[config.mk]
export PLATFORM = sky130hd
export DESIGN_NAME = ecpx_ctrl
export DESIGN_NICKNAME = d
export VERILOG_FILES = /design/src/verilog/ecpx_pkg.sv /design/src/verilog/ecpx_ctrl.sv
export SDC_FILE = /design/constraint.sdc
export NUM_CORES = 1
export LEC_CHECK = 0
export BUFFER_PORTS_ARGS = -buffer_cell sky130_fd_sc_hd__buf_2
export CELL_PAD_IN_SITES_DETAIL_PLACEMENT = 1
export CELL_PAD_IN_SITES_GLOBAL_PLACEMENT = 2
export CORE_MARGIN = 3
export CORE_UTILIZATION = 30
export DETAILED_ROUTE_END_ITERATION = 16
export PLACE_DENSITY = 0.79
export SLEW_MARGIN = 20
export SYNTH_ARGS = -nofsm -noshare
export SYNTH_HDL_FRONTEND = slang
export SYNTH_SLANG_ARGS = --single-unit
[constraint.sdc]
create_clock -name ref_clk -period 2.4 [get_ports ref_clk]
set_input_delay 0.48 -clock ref_clk [delete_from_list [all_inputs] [get_ports ref_clk]]
set_output_delay 0.48 -clock ref_clk [all_outputs]
set_load 0.01 [all_outputs]
[src/verilog/ecpx_pkg.sv]
// constants and lookups for the ecp extended control register block
package ecpx_pkg;

    // register offsets from the port base
    localparam logic [10:0] OFF_CMDQ = 11'h000;
    localparam logic [10:0] OFF_FIFO = 11'h400;
    localparam logic [10:0] OFF_RES  = 11'h401;
    localparam logic [10:0] OFF_ECR  = 11'h402;

    localparam logic [7:0] PORT_WIDTH_VAL = 8'h10;

    // mode selector codes
    localparam logic [2:0] MODE_SPP    = 3'h0;
    localparam logic [2:0] MODE_BIDIR  = 3'h1;
    localparam logic [2:0] MODE_COMPAT = 3'h2;
    localparam logic [2:0] MODE_ECP    = 3'h3;
    localparam logic [2:0] MODE_EPP    = 3'h4;
    localparam logic [2:0] MODE_RSVD   = 3'h5;
    localparam logic [2:0] MODE_TEST   = 3'h6;
    localparam logic [2:0] MODE_CFG    = 3'h7;

    // extended control field positions
    localparam int ECR_MODE_LSB = 5;
    localparam int ECR_FDIS     = 4;
    localparam int ECR_DMA_ENABLE_BIT    = 3;
    localparam int ECR_SVC      = 2;
    localparam int ECR_FULL     = 1;
    localparam int ECR_EMPTY    = 0;

    // resource config field positions
    localparam int RES_COMPRESS = 7;
    localparam int RES_IRQVAL   = 6;

    // extended control reset values
    localparam logic [2:0] ECR_MODE_RST  = 3'h0;
    localparam logic       ECR_FDIS_RST  = 1'b1;
    localparam logic       ECR_DMA_ENABLE_BIT_RST = 1'b0;
    localparam logic       ECR_SVC_RST   = 1'b1;

    // interrupt pulse width, least time
    localparam int CLK_PERIOD_NS = 10;
    localparam int IRQ_PULSE_NS  = 80;
    localparam int IRQ_PULSE_CYC = (IRQ_PULSE_NS + CLK_PERIOD_NS - 1) / CLK_PERIOD_NS;
    localparam int IRQ_CW        = $clog2(IRQ_PULSE_CYC + 1);

    function automatic logic [2:0] ecpx_irq_code(input logic [3:0] n);
        case (n)
            4'hf:    return 3'h6;
            4'he:    return 3'h5;
            4'hb:    return 3'h4;
            4'ha:    return 3'h3;
            4'h9:    return 3'h2;
            4'h7:    return 3'h1;
            4'h5:    return 3'h7;
            default: return 3'h0;
        endcase
    endfunction

    function automatic logic [2:0] ecpx_dma_code(input logic [2:0] n);
        case (n)
            3'h3:    return 3'h3;
            3'h2:    return 3'h2;
            3'h1:    return 3'h1;
            default: return 3'h0;
        endcase
    endfunction

endpackage
[src/verilog/ecpx_ctrl.sv]
// extended control, configuration and service interrupt logic of an ecp parallel port
module ecpx_ctrl #(
    parameter int FIFO_DEPTH = 16,              // fifo storage depth in bytes
    parameter int TX_THR     = 8,               // free bytes that request service
    parameter int RX_THR     = 8,               // valid bytes that request service
    parameter int CW         = $clog2(FIFO_DEPTH + 1)
) (
    input  wire logic          ref_clk,         // system clock
    input  wire logic          resetn,          // async reset, low
    input  wire logic [10:0]   reg_addr,        // offset from port base
    input  wire logic          reg_wr,          // write strobe, one cycle
    input  wire logic          reg_rd,          // read strobe, one cycle
    input  wire logic [7:0]    reg_wdata,       // write byte
    output logic      [7:0]    reg_rdata,       // read byte
    output logic               reg_rvalid,      // read byte valid pulse
    output logic               reg_wready,      // fifo writes can be taken
    input  wire logic          direction,       // port direction, 1 reverse
    input  wire logic          peripheral_fault_n, // fault pin, async
    input  wire logic          irq_line_level,  // isa irq line level, async
    input  wire logic [3:0]    irq_num,         // assigned irq number
    input  wire logic [2:0]    dma_num,         // assigned dma channel
    input  wire logic          epp_option_config, // epp option enabled
    input  wire logic          dma_tc,          // dma terminal count pulse
    input  wire logic [CW-1:0] fifo_count,      // bytes held in fifo storage
    input  wire logic [7:0]    fifo_rdata,      // head byte of fifo
    output logic               fifo_pop,        // take head byte, pulse
    output logic [8:0]         fifo_wdata,      // {command tag, byte}
    output logic               fifo_wvalid,     // write word valid
    input  wire logic          fifo_wready,     // fifo storage accepts
    output logic [2:0]         mode,            // current mode selector
    output logic               fifo_reset,      // hold fifo in reset
    output logic               ctrl_open_drain, // control lines open collector
    output logic               data_tristate,   // release data lines
    output logic               data_read_pins,  // data read returns pins
    output logic               compat_send,     // compatibility fifo sender on
    output logic               ecp_fwd,         // ecp forward handshake on
    output logic               ecp_rev,         // ecp reverse handshake on
    output logic               epp_active,      // epp operation selected
    output logic               dma_allow,       // dma requests permitted
    output logic               irq_o,           // interrupt pin level
    output logic               irq_oe           // interrupt pin drive enable
);

    ////////////////////////////////////////////////////////////////////////////
    // parameter checks

    if (FIFO_DEPTH < 2 || TX_THR < 1 || TX_THR > FIFO_DEPTH || RX_THR < 1 || RX_THR > FIFO_DEPTH)
    begin : g_bad_param
        $error("ecpx_ctrl: fifo depth or thresholds out of range");
    end

    if (CW != $clog2(FIFO_DEPTH + 1))
    begin : g_bad_width
        // a narrower count port would wrap the free byte sum
        $error("ecpx_ctrl: fifo count width does not suit the depth");
    end

    ////////////////////////////////////////////////////////////////////////////
    // state

    typedef struct packed {
        logic                       fault_s1;
        logic                       fault_s2;
        logic                       fault_prev;
        logic                       irql_s1;
        logic                       irql_s2;
        logic [2:0]                 mode;
        logic                       fault_dis;
        logic                       dma_en;
        logic                       svc_mask;
        logic [7:0]                 rdata;
        logic                       rvalid;
        logic                       pop;
        logic [ecpx_pkg::IRQ_CW-1:0] irq_cnt;
        logic                       irq_o;
        logic                       irq_oe;
        logic                       dma_allow;
        logic                       fifo_reset;
        logic                       ctrl_od;
        logic                       data_tri;
        logic                       data_pins;
        logic                       compat_send;
        logic                       ecp_fwd;
        logic                       ecp_rev;
        logic                       epp_on;
        logic [1:0][8:0]            b_data;
        logic [1:0]                 b_cnt;
        logic                       wvalid;
        logic                       wready;
    } ecpx_state_t;

    localparam ecpx_state_t RST = '{
        fault_s1: 1'b1, fault_s2: 1'b1, fault_prev: 1'b1,
        irql_s1: 1'b0, irql_s2: 1'b0,
        mode: ecpx_pkg::ECR_MODE_RST, fault_dis: ecpx_pkg::ECR_FDIS_RST,
        dma_en: ecpx_pkg::ECR_DMA_ENABLE_BIT_RST, svc_mask: ecpx_pkg::ECR_SVC_RST,
        rdata: 8'h00, rvalid: 1'b0, pop: 1'b0, irq_cnt: '0, irq_o: 1'b1, irq_oe: 1'b0,
        dma_allow: 1'b0, fifo_reset: 1'b1, ctrl_od: 1'b1, data_tri: 1'b0, data_pins: 1'b0,
        compat_send: 1'b0, ecp_fwd: 1'b0, ecp_rev: 1'b0, epp_on: 1'b0,
        b_data: '0, b_cnt: 2'h0, wvalid: 1'b0, wready: 1'b1
    };

    ecpx_state_t q;
    ecpx_state_t d;

    ////////////////////////////////////////////////////////////////////////////
    // next state

    logic          cfg_mode;
    logic          fifo_mode;
    logic          fault_fall;
    logic          fault_fire;
    logic          svc_cond;
    logic          svc_fire;
    logic          ecr_wr;
    logic          fifo_full;
    logic          fifo_empty;
    logic [CW-1:0] free_cnt;
    logic          push;
    logic          drain;
    logic [8:0]    push_word;
    logic [2:0]    new_mode;
    logic [7:0]    ecr_val;
    logic [7:0]    res_val;

    always_comb
    begin
        d = q;
        // the first stage only feeds the second
        d.fault_s1   = peripheral_fault_n;
        d.fault_s2   = q.fault_s1;
        d.fault_prev = q.fault_s2;
        d.irql_s1    = irq_line_level;
        d.irql_s2    = q.irql_s1;

        cfg_mode   = (q.mode == ecpx_pkg::MODE_CFG);
        fifo_mode  = (q.mode == ecpx_pkg::MODE_COMPAT) || (q.mode == ecpx_pkg::MODE_ECP)
                     || (q.mode == ecpx_pkg::MODE_TEST);
        ecr_wr     = reg_wr && (reg_addr == ecpx_pkg::OFF_ECR);
        free_cnt   = CW'(FIFO_DEPTH) - fifo_count;
        fifo_full  = (fifo_count == CW'(FIFO_DEPTH)) || !q.wready;
        fifo_empty = (fifo_count == '0) && !q.wvalid;

        // fault interrupt, edge or re-enable while already faulted
        fault_fall = q.fault_prev && !q.fault_s2;
        fault_fire = (q.mode == ecpx_pkg::MODE_ECP)
                     && ((!q.fault_dis && fault_fall)
                         || (q.fault_dis && ecr_wr && !reg_wdata[ecpx_pkg::ECR_FDIS]
                             && !q.fault_s2));

        // threshold service condition is a level, so clearing the mask fires it at once; with dma enabled it waits for the dma_tc pulse
        if (q.dma_en)
            svc_cond = dma_tc;
        else if (!direction)
            svc_cond = (free_cnt >= CW'(TX_THR));
        else
            svc_cond = (fifo_count >= CW'(RX_THR));
        svc_fire = fifo_mode && !q.svc_mask && svc_cond;

        // extended control write; illegal mode hops are ignored
        new_mode = reg_wdata[ecpx_pkg::ECR_MODE_LSB +: 3];
        if (ecr_wr)
        begin
            if ((q.mode == ecpx_pkg::MODE_SPP) || (q.mode == ecpx_pkg::MODE_BIDIR)
                || (new_mode == ecpx_pkg::MODE_SPP) || (new_mode == ecpx_pkg::MODE_BIDIR))
                d.mode = new_mode;
            d.fault_dis = reg_wdata[ecpx_pkg::ECR_FDIS];
            d.dma_en    = reg_wdata[ecpx_pkg::ECR_DMA_ENABLE_BIT];
            d.svc_mask  = reg_wdata[ecpx_pkg::ECR_SVC];
        end
        // hardware set wins over a software clear in the same cycle
        if (svc_fire)
            d.svc_mask = 1'b1;

        // interrupt pulse: drive low for a fixed time, then release
        if (svc_fire || fault_fire)
            d.irq_cnt = ecpx_pkg::IRQ_CW'(ecpx_pkg::IRQ_PULSE_CYC);
        else if (q.irq_cnt != '0)
            d.irq_cnt = q.irq_cnt - ecpx_pkg::IRQ_CW'(1);
        d.irq_oe = (d.irq_cnt != '0);
        d.irq_o  = !d.irq_oe;

        // register reads, answered one cycle later
        ecr_val = {q.mode, q.fault_dis, q.dma_en, q.svc_mask, fifo_full, fifo_empty};
        res_val = {1'b0, q.irql_s2, ecpx_pkg::ecpx_irq_code(irq_num),
                   ecpx_pkg::ecpx_dma_code(dma_num)};
        d.rvalid = reg_rd;
        d.pop    = 1'b0;
        d.rdata  = 8'h00;
        if (reg_rd)
        begin
            case (reg_addr)
                ecpx_pkg::OFF_FIFO:
                begin
                    if (cfg_mode)
                        d.rdata = ecpx_pkg::PORT_WIDTH_VAL;
                    else if (fifo_mode)
                    begin
                        d.rdata = fifo_rdata;
                        d.pop   = 1'b1;
                    end
                end
                ecpx_pkg::OFF_RES:
                    if (cfg_mode)
                        d.rdata = res_val;
                ecpx_pkg::OFF_ECR:
                    d.rdata = ecr_val;
                default:
                    d.rdata = 8'h00;
            endcase
        end

        // host fifo writes go through a two-entry buffer
        push_word = '0;
        push      = 1'b0;
        if (reg_wr && q.wready)
        begin
            if ((reg_addr == ecpx_pkg::OFF_FIFO) && fifo_mode)
            begin
                push      = 1'b1;
                push_word = {1'b0, reg_wdata};
            end
            else if ((reg_addr == ecpx_pkg::OFF_CMDQ) && (q.mode == ecpx_pkg::MODE_ECP) && !direction)
            begin
                push      = 1'b1;
                push_word = {1'b1, reg_wdata};
            end
        end
        drain = q.wvalid && fifo_wready;
        if (drain)
            d.b_data[0] = q.b_data[1];
        if (push)
            d.b_data[q.b_cnt - {1'b0, drain}] = push_word;
        d.b_cnt  = q.b_cnt + {1'b0, push} - {1'b0, drain};
        if (q.mode == ecpx_pkg::MODE_SPP)
            d.b_cnt = 2'h0;
        d.wvalid = (d.b_cnt != 2'h0);
        d.wready = (d.b_cnt != 2'h2);

        // mode decode for the port drivers and handshake engines
        d.fifo_reset  = (d.mode == ecpx_pkg::MODE_SPP);
        d.ctrl_od     = (d.mode == ecpx_pkg::MODE_SPP);
        d.data_tri    = direction && (d.mode != ecpx_pkg::MODE_SPP)
                        && (d.mode != ecpx_pkg::MODE_COMPAT);
        d.data_pins   = (d.mode == ecpx_pkg::MODE_BIDIR);
        d.compat_send = (d.mode == ecpx_pkg::MODE_COMPAT) && !direction;
        d.ecp_fwd     = (d.mode == ecpx_pkg::MODE_ECP) && !direction;
        d.ecp_rev     = (d.mode == ecpx_pkg::MODE_ECP) && direction;
        d.epp_on      = (d.mode == ecpx_pkg::MODE_EPP) && epp_option_config;
        d.dma_allow   = d.dma_en && !d.svc_mask && (d.mode != ecpx_pkg::MODE_RSVD)
                        && (d.mode != ecpx_pkg::MODE_SPP);
    end

    always_ff @(posedge ref_clk or negedge resetn)
    begin
        if (!resetn)
            q <= RST;
        else
            q <= d;
    end

    ////////////////////////////////////////////////////////////////////////////
    // outputs

    assign reg_rdata       = q.rdata;
    assign reg_rvalid      = q.rvalid;
    assign reg_wready      = q.wready;
    assign fifo_pop        = q.pop;
    assign fifo_wdata      = q.b_data[0];
    assign fifo_wvalid     = q.wvalid;
    assign mode            = q.mode;
    assign fifo_reset      = q.fifo_reset;
    assign ctrl_open_drain = q.ctrl_od;
    assign data_tristate   = q.data_tri;
    assign data_read_pins  = q.data_pins;
    assign compat_send     = q.compat_send;
    assign ecp_fwd         = q.ecp_fwd;
    assign ecp_rev         = q.ecp_rev;
    assign epp_active      = q.epp_on;
    assign dma_allow       = q.dma_allow;
    assign irq_o           = q.irq_o;
    assign irq_oe          = q.irq_oe;
endmodule

* After elaboration in Yosys (flattened, before gate mapping)
Index checks and enable logic that the tools add are counted.
** Cells by class
- $add $sub $neg :: 5
- Magnitude comparators :: 4
- Eq/ne operators :: 27
- Muxes and demuxes :: 30
- Reduce and logical (&&, ||, !) cells :: 51
** Operators with widths (count)
- $mux 9 :: 6
- $eq 11x11->1 const B :: 3
- $logic_and 1x1->1 :: 25
- $mux 8 :: 3
- $pmux 8 s3 :: 1
- $pmux 3 s7 :: 1
- $eq 4x4->1 const B :: 5
- $bwmux 18 :: 1
- $eq 3x2->1 const B :: 6
- $eq 3x1->1 const B :: 4
- $logic_not 11->1 :: 1
- $ge 5x4->1 const B :: 2
- $mux 1 :: 10
- $demux 9 s1 :: 1
- $eq 3x3->1 const B :: 3
- $logic_not 1->1 :: 9
- $logic_not 3->1 :: 3
- $eq 4x3->1 const B :: 2
- $logic_or 1x1->1 :: 8
- $mux 4 :: 2
- $reduce_bool 4->1 :: 2
- $mux 7 :: 1
- $mux 6 :: 1
- $pmux 2 s3 :: 1
- 15 further kinds :: 16
** Word-level totals
- Register bits after elaboration :: 57
- Bits of input ports :: 49
- Output and inout bits :: 35
- Word-level logic and storage cells :: 145

* Longest topological paths before layout
Gate-level depths: netlist of the first run.
- Depth after elaboration :: 11
- Gate-level depth with buffers :: 11

* Worst setup path before layout of the first run
No wires, ideal clock.
- Path type :: input -> register
- From :: input reg_addr[5]
- To :: register q (netlist bit fifo_wvalid)
- Library setup time :: 127 ps
- Arrival :: 2737 ps
- Setup slack :: -465 ps
- Stages :: 10
- Path buffers :: 0
- Path through :: or4_1 -> nor3_1 -> o2111ai_1 -> ha_1 -> inv_1 -> ha_1 -> xor2_1 -> xnor2_1 -> nor2_1 -> or2_2
** RTL lines
- start, declared :: RTL line ecpx_ctrl.sv:10 : input wire logic [10:0] reg_addr,
- end signal, assigned :: RTL line ecpx_ctrl.sv:257 : q <= RST;
- end signal, assigned :: RTL line ecpx_ctrl.sv:259 : q <= d;
- end, declared :: RTL line ecpx_ctrl.sv:103 : ecpx_state_t q;

==> reports/qor.tcl, run 1 <==
set qor(drc_errors) 0
set qor(grt_first_pass_wirelength_mm) 14.37
set qor(detailedPlace.worstSlack_ns) -0.4044
set qor(finalWorstSetupSlack_ns) 0.01203
set qor(finalHoldWorstSlack_ns) 0.1838
set qor(hold_viol) 0
set qor(yosys_warnings) 0
set qor(ys_top_cells_by_count) {dfrtp_1, mux2_2, buf_4}
set qor(finalWeightedCongestion) 0.8353
set qor(period_utilisation_layout_pct) 99.50
set qor(synth.distinct_cells) 63
set qor(global_route.usage.total_pct) 15.65
set qor(final_layout_size_suffix_gt1_share_pct) 49.23
set qor(cp-start-kind) {input pin}
set qor(run_status) {finished, final reports clean}
set qor(vias_per_std_cell) 4.956
set qor(dpl_cell_area_um2) 3820
set qor(cell_breakdown_of_the_critical_path) {buf_6 -> or4_4 -> nor3_4 -> o2111ai_2 -> ha_1 -> inv_1 -> ha_2 -> xor2_2 -> xnor2_1 -> nor2_1 -> or2_4}
set qor(setup-tns-final_ns) 0
set qor(hpwlAfterDp_mm) 7.035
set qor(place.port_buffers) 83
set qor(cp.buffers_inverters) 2
set qor(io_pins) 84
set qor(cts_max_level) 3
set qor(drt_iter0_drc) 68
set qor(yosysMostFrequentCell) {dfrtp_1}
set qor(layout.nets) 442
set qor(syn_avg_cell_area_um2) 11.07
set qor(cpLargestDelayFamily) {simple AND/OR/NAND/NOR gates}
set qor(drt-pass1-iter-count) 4
set qor(skew_ns) 0.006987
set qor(finish.utilization_pct) 38.88
set qor(cts_buffer_depth) 2
set qor(clk_root_buffer_cell) {clkbuf_8}
set qor(cp_num_cells) 11
set qor(initial_core_util_pct) 31.07
set qor(yosys.area.top_type_share_pct) 38.06
set qor(post_synth_inst_count) 291
set qor(post_synth_main_area_contributors) {dfrtp_1, mux2_2, dfstp_2}
set qor(crit_slowest_cell) {or4_4}
set qor(number_of_max_capacitance_violations_reported) 0
set qor(crit_path_max_fanout) 2
set qor(holdBufCountCts) 0
set qor(ys_seq_elements) 57
set qor(grt_overflow) 0
set qor(cts_sinks) 57
set qor(clk_latency_ns) 0.33
set qor(synth_area_leader_cell) {dfrtp_1}
set qor(powerDensity_nw_per_um2) 558.3
set qor(rsz0062_at_grt) {true}
set qor(syn-num-nets) 346
set qor(critical_path.max_stage_delay_ns) 0.55
set qor(power.static_leakage_nw) 1.975
set qor(ant_nets) 0
set qor(final_max_slew_viol_count) 0
set qor(initial_antenna_violation_count) 0
set qor(dieHeight_um) 109.6
set qor(netlist_area_um2) 3222
set qor(tritoncts) {built}
set qor(synth_seq_area_share_pct) 44.58
set qor(r2r_cells) 10
set qor(post-route-min-period_ns) 2.388
set qor(die-area_um2) 12020
set qor(clk_pin_slew_ns) 0.06
set qor(synth_async_reset_ratio_pct) 100.0
set qor(critPathArrivalTime_ns) 2.61
set qor(flow.area_growth_from_synthesis_pct) 25.13
set qor(peakVddDrop_mv) 0.3535
set qor(core_area_um2) 10370
set qor(achievable-frequency_mhz) 418.8
set qor(worst_ep_required_time_ns) 2.62
set qor(tightest_slew_ns) 0.6780
set qor(placementRows) 37
set qor(grt_pass1_vias) 2782
set qor(die_w_um) 109.6
set qor(design_area_um2) 4031
set qor(crit_path_end_kind) {flop}
set qor(number_of_buffers_created_by_cts) 9
set qor(timing.setup.critical_path_class) {in -> reg}
set qor(routed_wirelength_mm) 8.965
set qor(grt_max_degree) 31
set qor(average_routed_wire_per_standard_cell_um) 16.98
set qor(synth_edf_count) 0
set qor(worst_slew_margin_rel_pct) 54.80
set qor(via_count) 2617
set qor(final-setup-viol-count) 0
set qor(antennaDiodeCount) 0
set qor(min_path_type) {in -> async}
set qor(synth_top_flop_cell) {dfrtp_1}
-- power by group --
part | internal, mW | switching, mW | total, mW
Clock | 0.427 | 0.376 | 0.803
Combinational | 0.185 | 0.198 | 0.383
Sequential | 1.02 | 0.0453 | 1.06
-- cells in the final DEF, fill, tap and decap left out, types with 6 or more instances in the layout --
cell and n:
nor3_1 9, inv_1 13, buf_4 31, nor2_1 13, mux2i_1 6, o21ai_0 8, nor3b_1 6, buf_2 81
mux2_2 27, dfstp_2 8, nand2_1 16, clkbuf_8 11, a21oi_1 7, dfrtp_1 48
-- area by class of cell --
cell class / count / area [µm²]
inverters: 13 / 48.80
fillers: 1205 / 6339
repair buffers: 115 / 680.7
clock buffers: 13 / 158.9
clock inverters: 3 / 15.01
multi-input cells: 191 / 1520
well taps: 136 / 170.2
flip-flops and latches: 57 / 1438
-- path summary, 6_finish.rpt --
kind | start | to | slack (ns)
worst min-delay path | resetn | reg_rdata[6]$_DFF_PN0_ | 0.18
max in group asynchronous | resetn | d[55]$_DFF_PN1_ | 1.55
worst max register to register | mode[2]$_DFF_PN0_ | fifo_wvalid$_DFF_PN0_ | 0.09
worst min register to register | d[53]$_DFF_PN0_ | q[53]$_DFF_PN0_ | 0.35
min in group ref_clk | peripheral_fault_n | d[56]$_DFF_PN1_ | 0.25
worst max-delay path | reg_addr[6] | fifo_wvalid$_DFF_PN0_ | 0.01
-- stage by stage --
stage          std cells  total power [mW]
2_1_floorplan        291             1.302
3_3_place_gp         511             1.444
3_5_place_dp         511             1.466
6_report             528             2.251
5_1_grt              528             2.394
4_1_cts              528             2.287
-- routing by layer --
metal	part of all wire [%]	up-vias	global-route usage, %
met5	0	-	0
met4	1.9	0	5.788
met3	5.1	14	3.053
met2	48	72	26.02
met1	45	1289	20.15
li1	-	1242	-
-- kinds of logic after synthesis --
group,count (synthesis),share of synthesized area (%)
compound gates,44,9.982
xor+xnor,4,1.088
buf+inv,43,9.554
flops,57,44.58
mux,33,11.30
simple gates,104,21.16
fa+ha+maj,6,2.330
-- timing repair --
action,in CTS,in global routing
gates resized for setup,4,2
pin swaps,4,0
setup endpoints to repair,2,2
buffers inserted,1,0
gates cloned,0,0
-- flip-flops by register name, summed over array words and instances (netlist names) --
name	count
compat_send	1
ctrl_open_drain	1
d	3
data_read_pins	1
data_tristate	1
dma_allow	1
ecp_fwd	1
ecp_rev	1
ecr_val	3
epp_active	1
fifo_pop	1
fifo_wdata	9
fifo_wvalid	1
irq_o	1
irq_oe	1
mode	3
q	17
reg_rdata	8
reg_rvalid	1
reg_wready	1
Power figures use the tool's default switching activity.
==> run 2, diff against run 1 <==
==> constraint.sdc (replaced) <==
create_clock -name ref_clk -period 1.92 [get_ports ref_clk]
set_input_delay 0.096 -clock ref_clk [delete_from_list [all_inputs] [get_ports ref_clk]]
set_output_delay 0.096 -clock ref_clk [all_outputs]
set_load 0.01 [all_outputs]
==> reports/qor.tcl, run 2 (synthesis results as in run 1) <==
set qor(run_status) {finished with violations} ;# was finished, final reports clean
set qor(violations) {setup timing}
set qor(vias_per_std_cell) 4.913 ;# was 4.956
set qor(number_of_buffers_created_by_cts) 9 ;# unchanged
set qor(drc_errors) 0 ;# unchanged
set qor(final_cell_mix) {buf_2, dfrtp_1, buf_4} ;# unchanged
set qor(flow.area_growth_from_synthesis_pct) 35.15 ;# was 25.13%
set qor(crit_path_max_fanout) 4 ;# was 2
set qor(period_utilisation_layout_pct) 118.3
set qor(rsz0062_at_grt) {true} ;# unchanged
set qor(initial_antenna_violation_count) 1 ;# was 0
set qor(number_of_flip_flops_in_the_largest_register) 17 ;# unchanged
set qor(finalWorstSetupSlack_ns) -0.3505 ;# was 0.01203 ns
set qor(ant_nets) 0 ;# unchanged
set qor(worst_r2r_endpoint) {fifo_wvalid$_DFF_PN0_} ;# unchanged
set qor(layout.nets) 466 ;# was 442
set qor(power.static_leakage_nw) 2.126 ;# was 1.975 nW
set qor(drt-pass1-iter-count) 4 ;# unchanged
set qor(final_max_slew_viol_count) 0 ;# unchanged
set qor(cts_buffer_depth) 2 ;# unchanged
set qor(clk_root_buffer_cell) {clkbuf_8} ;# unchanged
set qor(final_layout_size_suffix_gt1_share_pct) 52.64 ;# was 49.23%
set qor(dpl_cell_area_um2) 3920 ;# was 3820 µm²
set qor(drt_iter0_drc) 73 ;# was 68
set qor(design_area_um2) 4354 ;# was 4031 µm²
set qor(finalWeightedCongestion) 0.8175 ;# was 0.8353
set qor(tritoncts) {built} ;# unchanged
set qor(via_count) 2712 ;# was 2,617
set qor(reg2reg_setup_slack_ns) -0.35 ;# was 0.09 ns
set qor(setup-tns-final_ns) -1.040 ;# was 0 ns
set qor(global_route.usage.total_pct) 16.45 ;# was 15.65%
set qor(clk_pin_slew_ns) 0.07 ;# was 0.06 ns
set qor(grt_max_degree) 58 ;# was 31
set qor(average_routed_wire_per_standard_cell_um) 17.34 ;# was 16.98 µm
set qor(initial_core_util_pct) 31.07 ;# unchanged
set qor(placementRows) 37 ;# unchanged
set qor(grt_overflow) 0 ;# unchanged
set qor(grt_pass1_vias) 2889 ;# was 2,782
set qor(min_path_type) {in -> reg} ;# was in -> async
set qor(hpwlAfterDp_mm) 6.939 ;# was 7.035 mm
set qor(max_flop_register) {q} ;# unchanged
set qor(powerDensity_nw_per_um2) 693.2 ;# was 558.3 nW/µm²
set qor(cp-start-kind) {flop} ;# was input pin
set qor(skew_ns) 0.006086 ;# was 0.006987 ns
set qor(timing.setup.critical_path_class) {reg -> reg} ;# was in -> reg
set qor(post-route-min-period_ns) 2.270
set qor(cp-startpoint) {mode[2]$_DFF_PN0_} ;# was reg_addr[6]
set qor(number_of_max_capacitance_violations_reported) 0 ;# unchanged
set qor(peakVddDrop_mv) 0.3090 ;# was 0.3535 mV
set qor(critical_path.reg2reg.startpoint) {mode[2]$_DFF_PN0_} ;# unchanged
set qor(worst_slew_margin_rel_pct) 50.81 ;# was 54.80%
set qor(io_pins) 84 ;# unchanged
set qor(antennaDiodeCount) 0 ;# unchanged
set qor(worst_ep_required_time_ns) 2.14 ;# was 2.62 ns
set qor(cts_max_level) 3 ;# unchanged
set qor(setup.worst_path.end) {fifo_wvalid$_DFF_PN0_} ;# unchanged
set qor(core_area_um2) 10370 ;# unchanged
set qor(routed_wirelength_mm) 9.574 ;# was 8.965 mm
set qor(grt_first_pass_wirelength_mm) 14.98 ;# was 14.37 mm
set qor(final-setup-viol-count) 11 ;# was 0
set qor(dieHeight_um) 109.6 ;# unchanged
set qor(most_common_cell_after_layout_fill_and_taps_aside) {buf_2} ;# unchanged
set qor(r2r_cells) 10 ;# unchanged
set qor(cts_sinks) 57 ;# unchanged
set qor(die-area_um2) 12020 ;# unchanged
set qor(clk_latency_ns) 0.34 ;# was 0.33 ns
set qor(hold_viol) 0 ;# unchanged
set qor(achievable-frequency_mhz) 440.4
set qor(crit_path_end_kind) {flop} ;# unchanged
set qor(place.port_buffers) 83 ;# unchanged
set qor(die_w_um) 109.6 ;# unchanged
set qor(critPathArrivalTime_ns) 2.49 ;# was 2.61 ns
set qor(tightest_slew_ns) 0.7379 ;# was 0.6780 ns
[run 2: per-layer routing]
layer / part of all wire [%] / GRT usage, % / vias to the layer above
met1: 45 / 20.84 / 1334
met3: 6.2 / 3.699 / 16
met2: 47 / 27.29 / 79
met4: 2.1 / 6.322 / 2
met5: 0.13 / 0 / -
li1: - / - / 1281
[run 2: through the flow]
stage	cells	utilization (%)	setup slack [ns]	hold slack (ns)	power (mW)
floorplan	291	-	-0.3912	-0.1996	1.628
finish	552	41.99	-0.3505	0.01249	3.018
CTS	551	41.60	-0.3266	0.002837	3.049
detailed placement	521	37.80	-0.4904	0.2120	1.838
global route	552	41.99	-0.5056	0.01415	3.193
global placement	521	37.80	-0.4054	0.2166	1.823
[run 2: area by class of cell]
class	count	area [µm²]
timing repair buffer	139	883.3
fill	1198	6016
sequential	57	1438
clock buffer	14	172.7
inverter	13	48.80
clock inverter	2	35.03
tap	136	170.2
multi-input combinational	191	1607
[run 2: worst min-delay path by stage]
| stage | start | to | slack (ns) | depth (start not counted) |
|---|---|---|---|---|
| 6_report | dma_num[0] | reg_rdata[0]$_DFF_PN0_ | 0.01 | 3 |
| 5_1_grt | reg_wdata[1] | fifo_wdata[1]$_DFF_PN0_ | 0.01 | 2 |
| 4_1_cts | reg_wdata[1] | q[14]$_DFFE_PN0P_ | 0.003 | 2 |
| 3_5_place_dp | peripheral_fault_n | d[56]$_DFF_PN1_ | 0.21 | 1 |
| 3_3_place_gp | peripheral_fault_n | d[56]$_DFF_PN1_ | 0.22 | 1 |
| 2_1_floorplan | resetn | compat_send$_DFF_PN0_ | -0.20 | 0 |
[run 2: timing repair]
| item | in CTS | in global routing |
|---|---|---|
| endpoints found under the hold margin | 55 | 0 |
| hold buffers | 6 | 0 |
| buffers inserted | 9 | 1 |
| pin swaps | 5 | 3 |
| resized for setup | 12 | 9 |
| setup endpoints to repair | 23 | 27 |
[run 2: power by group]
part / switching (mW) / internal, mW / total [mW]
registers: 0.0556 / 1.27 / 1.33
logic: 0.255 / 0.254 / 0.510
clock network: 0.474 / 0.705 / 1.18
total: 0.785 / 2.23 / 3.02
[run 2: worst max-delay path, stage by stage (launching register included)]
cell	delay, ns
dfrtp_2	0.44
a21bo_4	0.24
nor3_4	0.19
o2111ai_2	0.13
ha_1	0.32
inv_2	0.04
ha_4	0.15
xor2_2	0.14
xnor2_1	0.19
nor2_1	0.07
or2_4	0.25
==> run 3, diff against run 2 <==
--- a/config.mk
+++ b/config.mk
@@ -5,13 +5,14 @@
 export SDC_FILE = /design/constraint.sdc
 export NUM_CORES = 1
 export LEC_CHECK = 0
-export BUFFER_PORTS_ARGS = -buffer_cell sky130_fd_sc_hd__buf_2
 export CELL_PAD_IN_SITES_DETAIL_PLACEMENT = 1
 export CELL_PAD_IN_SITES_GLOBAL_PLACEMENT = 2
 export CORE_MARGIN = 3
-export CORE_UTILIZATION = 30
+export CORE_UTILIZATION = 36
 export DETAILED_ROUTE_END_ITERATION = 16
-export PLACE_DENSITY = 0.79
+export DONT_BUFFER_PORTS = 1
+export PLACE_DENSITY = 0.78
+export SKIP_LAST_GASP = 1
 export SLEW_MARGIN = 20
 export SYNTH_ARGS = -nofsm -noshare
 export SYNTH_HDL_FRONTEND = slang
==> reports/qor.tcl, run 3 (synthesis results as in run 1) <==
set qor(place.port_buffers) 0 ;# was 83
set qor(flow.area_growth_from_synthesis_pct) 26.37 ;# was 35.15%
set qor(global_route.usage.total_pct) 18.49 ;# was 16.45%
set qor(worst_slew_margin_rel_pct) 61.99 ;# was 50.81%
set qor(drc_errors) 0 ;# unchanged
set qor(fill_cell_count) 913 ;# was 1,198
set qor(achievable-frequency_mhz) 448.7 ;# was 440.4 MHz
set qor(worst_ep_required_time_ns) 2.15 ;# was 2.14 ns
set qor(number_of_flip_flops_in_the_largest_register) 17 ;# unchanged
set qor(period_utilisation_layout_pct) 116.1 ;# was 118.3%
set qor(drt-pass1-iter-count) 4 ;# unchanged
set qor(reg_area_um2) 1436 ;# was 1438 µm²
set qor(crit_path_max_fanout) 3 ;# was 4
set qor(finalWeightedCongestion) 0.8037 ;# was 0.8175
set qor(via_count) 2462 ;# was 2,712
set qor(final_layout_size_suffix_gt1_share_pct) 36.95 ;# was 52.64%
set qor(finalWorstSetupSlack_ns) -0.3085 ;# was -0.3505 ns
set qor(cts_max_level) 3 ;# unchanged
set qor(cts_sinks) 57 ;# unchanged
set qor(groute.layer.met2.usage_pct) 30.38 ;# was 27.29%
set qor(total_power_mw) 3.241 ;# was 3.018 mW
set qor(core_area_um2) 8464 ;# was 10,370 µm²
set qor(initial_antenna_violation_count) 0 ;# was 1
set qor(busiest_layer) {met2} ;# unchanged
set qor(antennaDiodeCount) 0 ;# unchanged
set qor(post-route-min-period_ns) 2.228 ;# was 2.270 ns
set qor(layout.nets) 391 ;# was 466
set qor(placementRows) 33 ;# was 37
set qor(die-area_um2) 10120 ;# was 12,020 µm²
set qor(tritoncts) {built} ;# unchanged
set qor(dieHeight_um) 100.6 ;# was 109.6 µm
set qor(final_cell_mix) {dfrtp_1, buf_4, mux2_2} ;# was buf_2, dfrtp_1, buf_4
set qor(initial_core_util_pct) 38.06 ;# was 31.07%
set qor(peakVddDrop_mv) 0.3384 ;# was 0.3090 mV
set qor(power.static_leakage_nw) 1.794 ;# was 2.126 nW
set qor(grt_pass1_vias) 2723 ;# was 2,889
set qor(grt_max_degree) 58 ;# unchanged
set qor(vias_per_std_cell) 5.520 ;# was 4.913
set qor(clk_latency_ns) 0.34 ;# about the same
set qor(finalHoldWorstSlack_ns) 0.01061 ;# was 0.01249 ns
set qor(cts_buffer_depth) 2 ;# unchanged
set qor(grt_first_pass_wirelength_mm) 14.46 ;# was 14.98 mm
set qor(io_pins) 84 ;# unchanged
set qor(global_route.usage.met1_pct) 22.94 ;# was 20.84%
set qor(number_of_max_capacitance_violations_reported) 0 ;# unchanged
set qor(setup-tns-final_ns) -0.8561 ;# was -1.040 ns
set qor(hold_viol) 0 ;# unchanged
set qor(min_path_type) {in -> reg} ;# unchanged
set qor(final_max_slew_viol_count) 0 ;# unchanged
set qor(die_w_um) 100.6 ;# was 109.6 µm
set qor(most_common_cell_after_layout_fill_and_taps_aside) {dfrtp_1} ;# was buf_2
set qor(routed_wirelength_mm) 8.966 ;# was 9.574 mm
set qor(number_of_buffers_created_by_cts) 9 ;# unchanged
set qor(skew_ns) 0.008857 ;# was 0.006086 ns
set qor(multiInputGateArea_um2) 1603 ;# was 1607 µm²
set qor(finish.utilization_pct) 48.10 ;# was 41.99%
set qor(crit_path_end_kind) {flop} ;# unchanged
set qor(globalRouteMet3Util_pct) 6.159 ;# was 3.699%
set qor(design_area_um2) 4071 ;# was 4354 µm²
set qor(ant_nets) 0 ;# unchanged
set qor(clk_pin_slew_ns) 0.07 ;# about the same
set qor(grt_overflow) 0 ;# unchanged
set qor(clk_root_buffer_cell) {clkbuf_8} ;# unchanged
set qor(tightest_slew_ns) 0.5658 ;# was 0.7379 ns
set qor(dpl_cell_area_um2) 3378 ;# was 3920 µm²
set qor(cp-start-kind) {flop} ;# unchanged
set qor(final-setup-viol-count) 10 ;# was 11
set qor(run_status) {finished with violations} ;# unchanged
set qor(hpwlAfterDp_mm) 6.164 ;# was 6.939 mm
set qor(max_flop_register) {q} ;# unchanged
set qor(critPathArrivalTime_ns) 2.46 ;# was 2.49 ns
set qor(timing.setup.critical_path_class) {reg -> reg} ;# unchanged
set qor(drt_iter0_drc) 110 ;# was 73
set qor(violations) {setup timing} ;# unchanged
set qor(rsz0062_at_grt) {true} ;# unchanged
set qor(average_routed_wire_per_standard_cell_um) 20.10 ;# was 17.34 µm
set qor(powerDensity_nw_per_um2) 796.0 ;# was 693.2 nW/µm²
## run 3: final timing paths
check                      depth (start not counted)  slack [ns]                 endpoint               from
max reg2reg                                       10       -0.31    fifo_wvalid$_DFF_PN0_  mode[2]$_DFF_PN0_
max in group asynchronous                          2        1.29     reg_wready$_DFF_PN1_             resetn
min in group asynchronous                          2        0.30  fifo_wdata[8]$_DFF_PN0_             resetn
max                                               10       -0.31    fifo_wvalid$_DFF_PN0_  mode[2]$_DFF_PN0_
min                                                2        0.01        mode[2]$_DFF_PN0_       reg_wdata[7]
min reg2reg                                        0        0.36          d[55]$_DFF_PN1_    d[56]$_DFF_PN1_
## run 3: final cells by class
cell class | instances | area share (%)
multi-input cells | 191 | 39.37
flip-flops and latches | 57 | 35.28
repair buffers | 64 | 14.72
clock buffers | 10 | 3.380
well taps | 105 | 3.227
clock inverters | 6 | 2.827
inverters | 13 | 1.199
## run 3: routing by layer
metal	vias up	routed length [µm]	share of wire [%]
li1	1142	-	-
met1	1232	3804	42
met2	76	4402	49
met3	12	629	7.0
met4	0	129	1.4
met5	-	0	0
## run 3: repair_timing
| action | in CTS | in global routing |
|---|---|---|
| pin swaps | 8 | 2 |
| hold buffers | 26 | 0 |
| endpoints found under the setup margin | 18 | 24 |
| setup buffers | 3 | 4 |
| endpoints found under the hold margin | 94 | 0 |
| resized for setup | 11 | 13 |
## run 3: where the power goes
| part | leakage [nW] | internal [mW] | switching [mW] |
|---|---|---|---|
| Clock | 0.123 | 0.901 | 0.503 |
| Combinational | 0.921 | 0.271 | 0.232 |
| Sequential | 0.750 | 1.27 | 0.0581 |
## run 3: critical path, stage by stage (launching register included)
cell	delay, ns
dfrtp_1	0.42
a21bo_4	0.24
nor3_4	0.18
o2111ai_2	0.14
ha_1	0.32
inv_2	0.04
ha_4	0.15
xor2_2	0.15
xnor2_2	0.18
nor2_2	0.06
or2_4	0.24
## run 3: per-stage QoR
| stage | cells | setup slack [ns] |
|---|---|---|
| after global routing | 446 | -0.4545 |
| after CTS | 442 | -0.3035 |
| after global placement | 397 | -0.3062 |
| final | 446 | -0.3085 |
| after floorplan | 291 | -0.3912 |
| after detailed placement | 397 | -0.4062 |
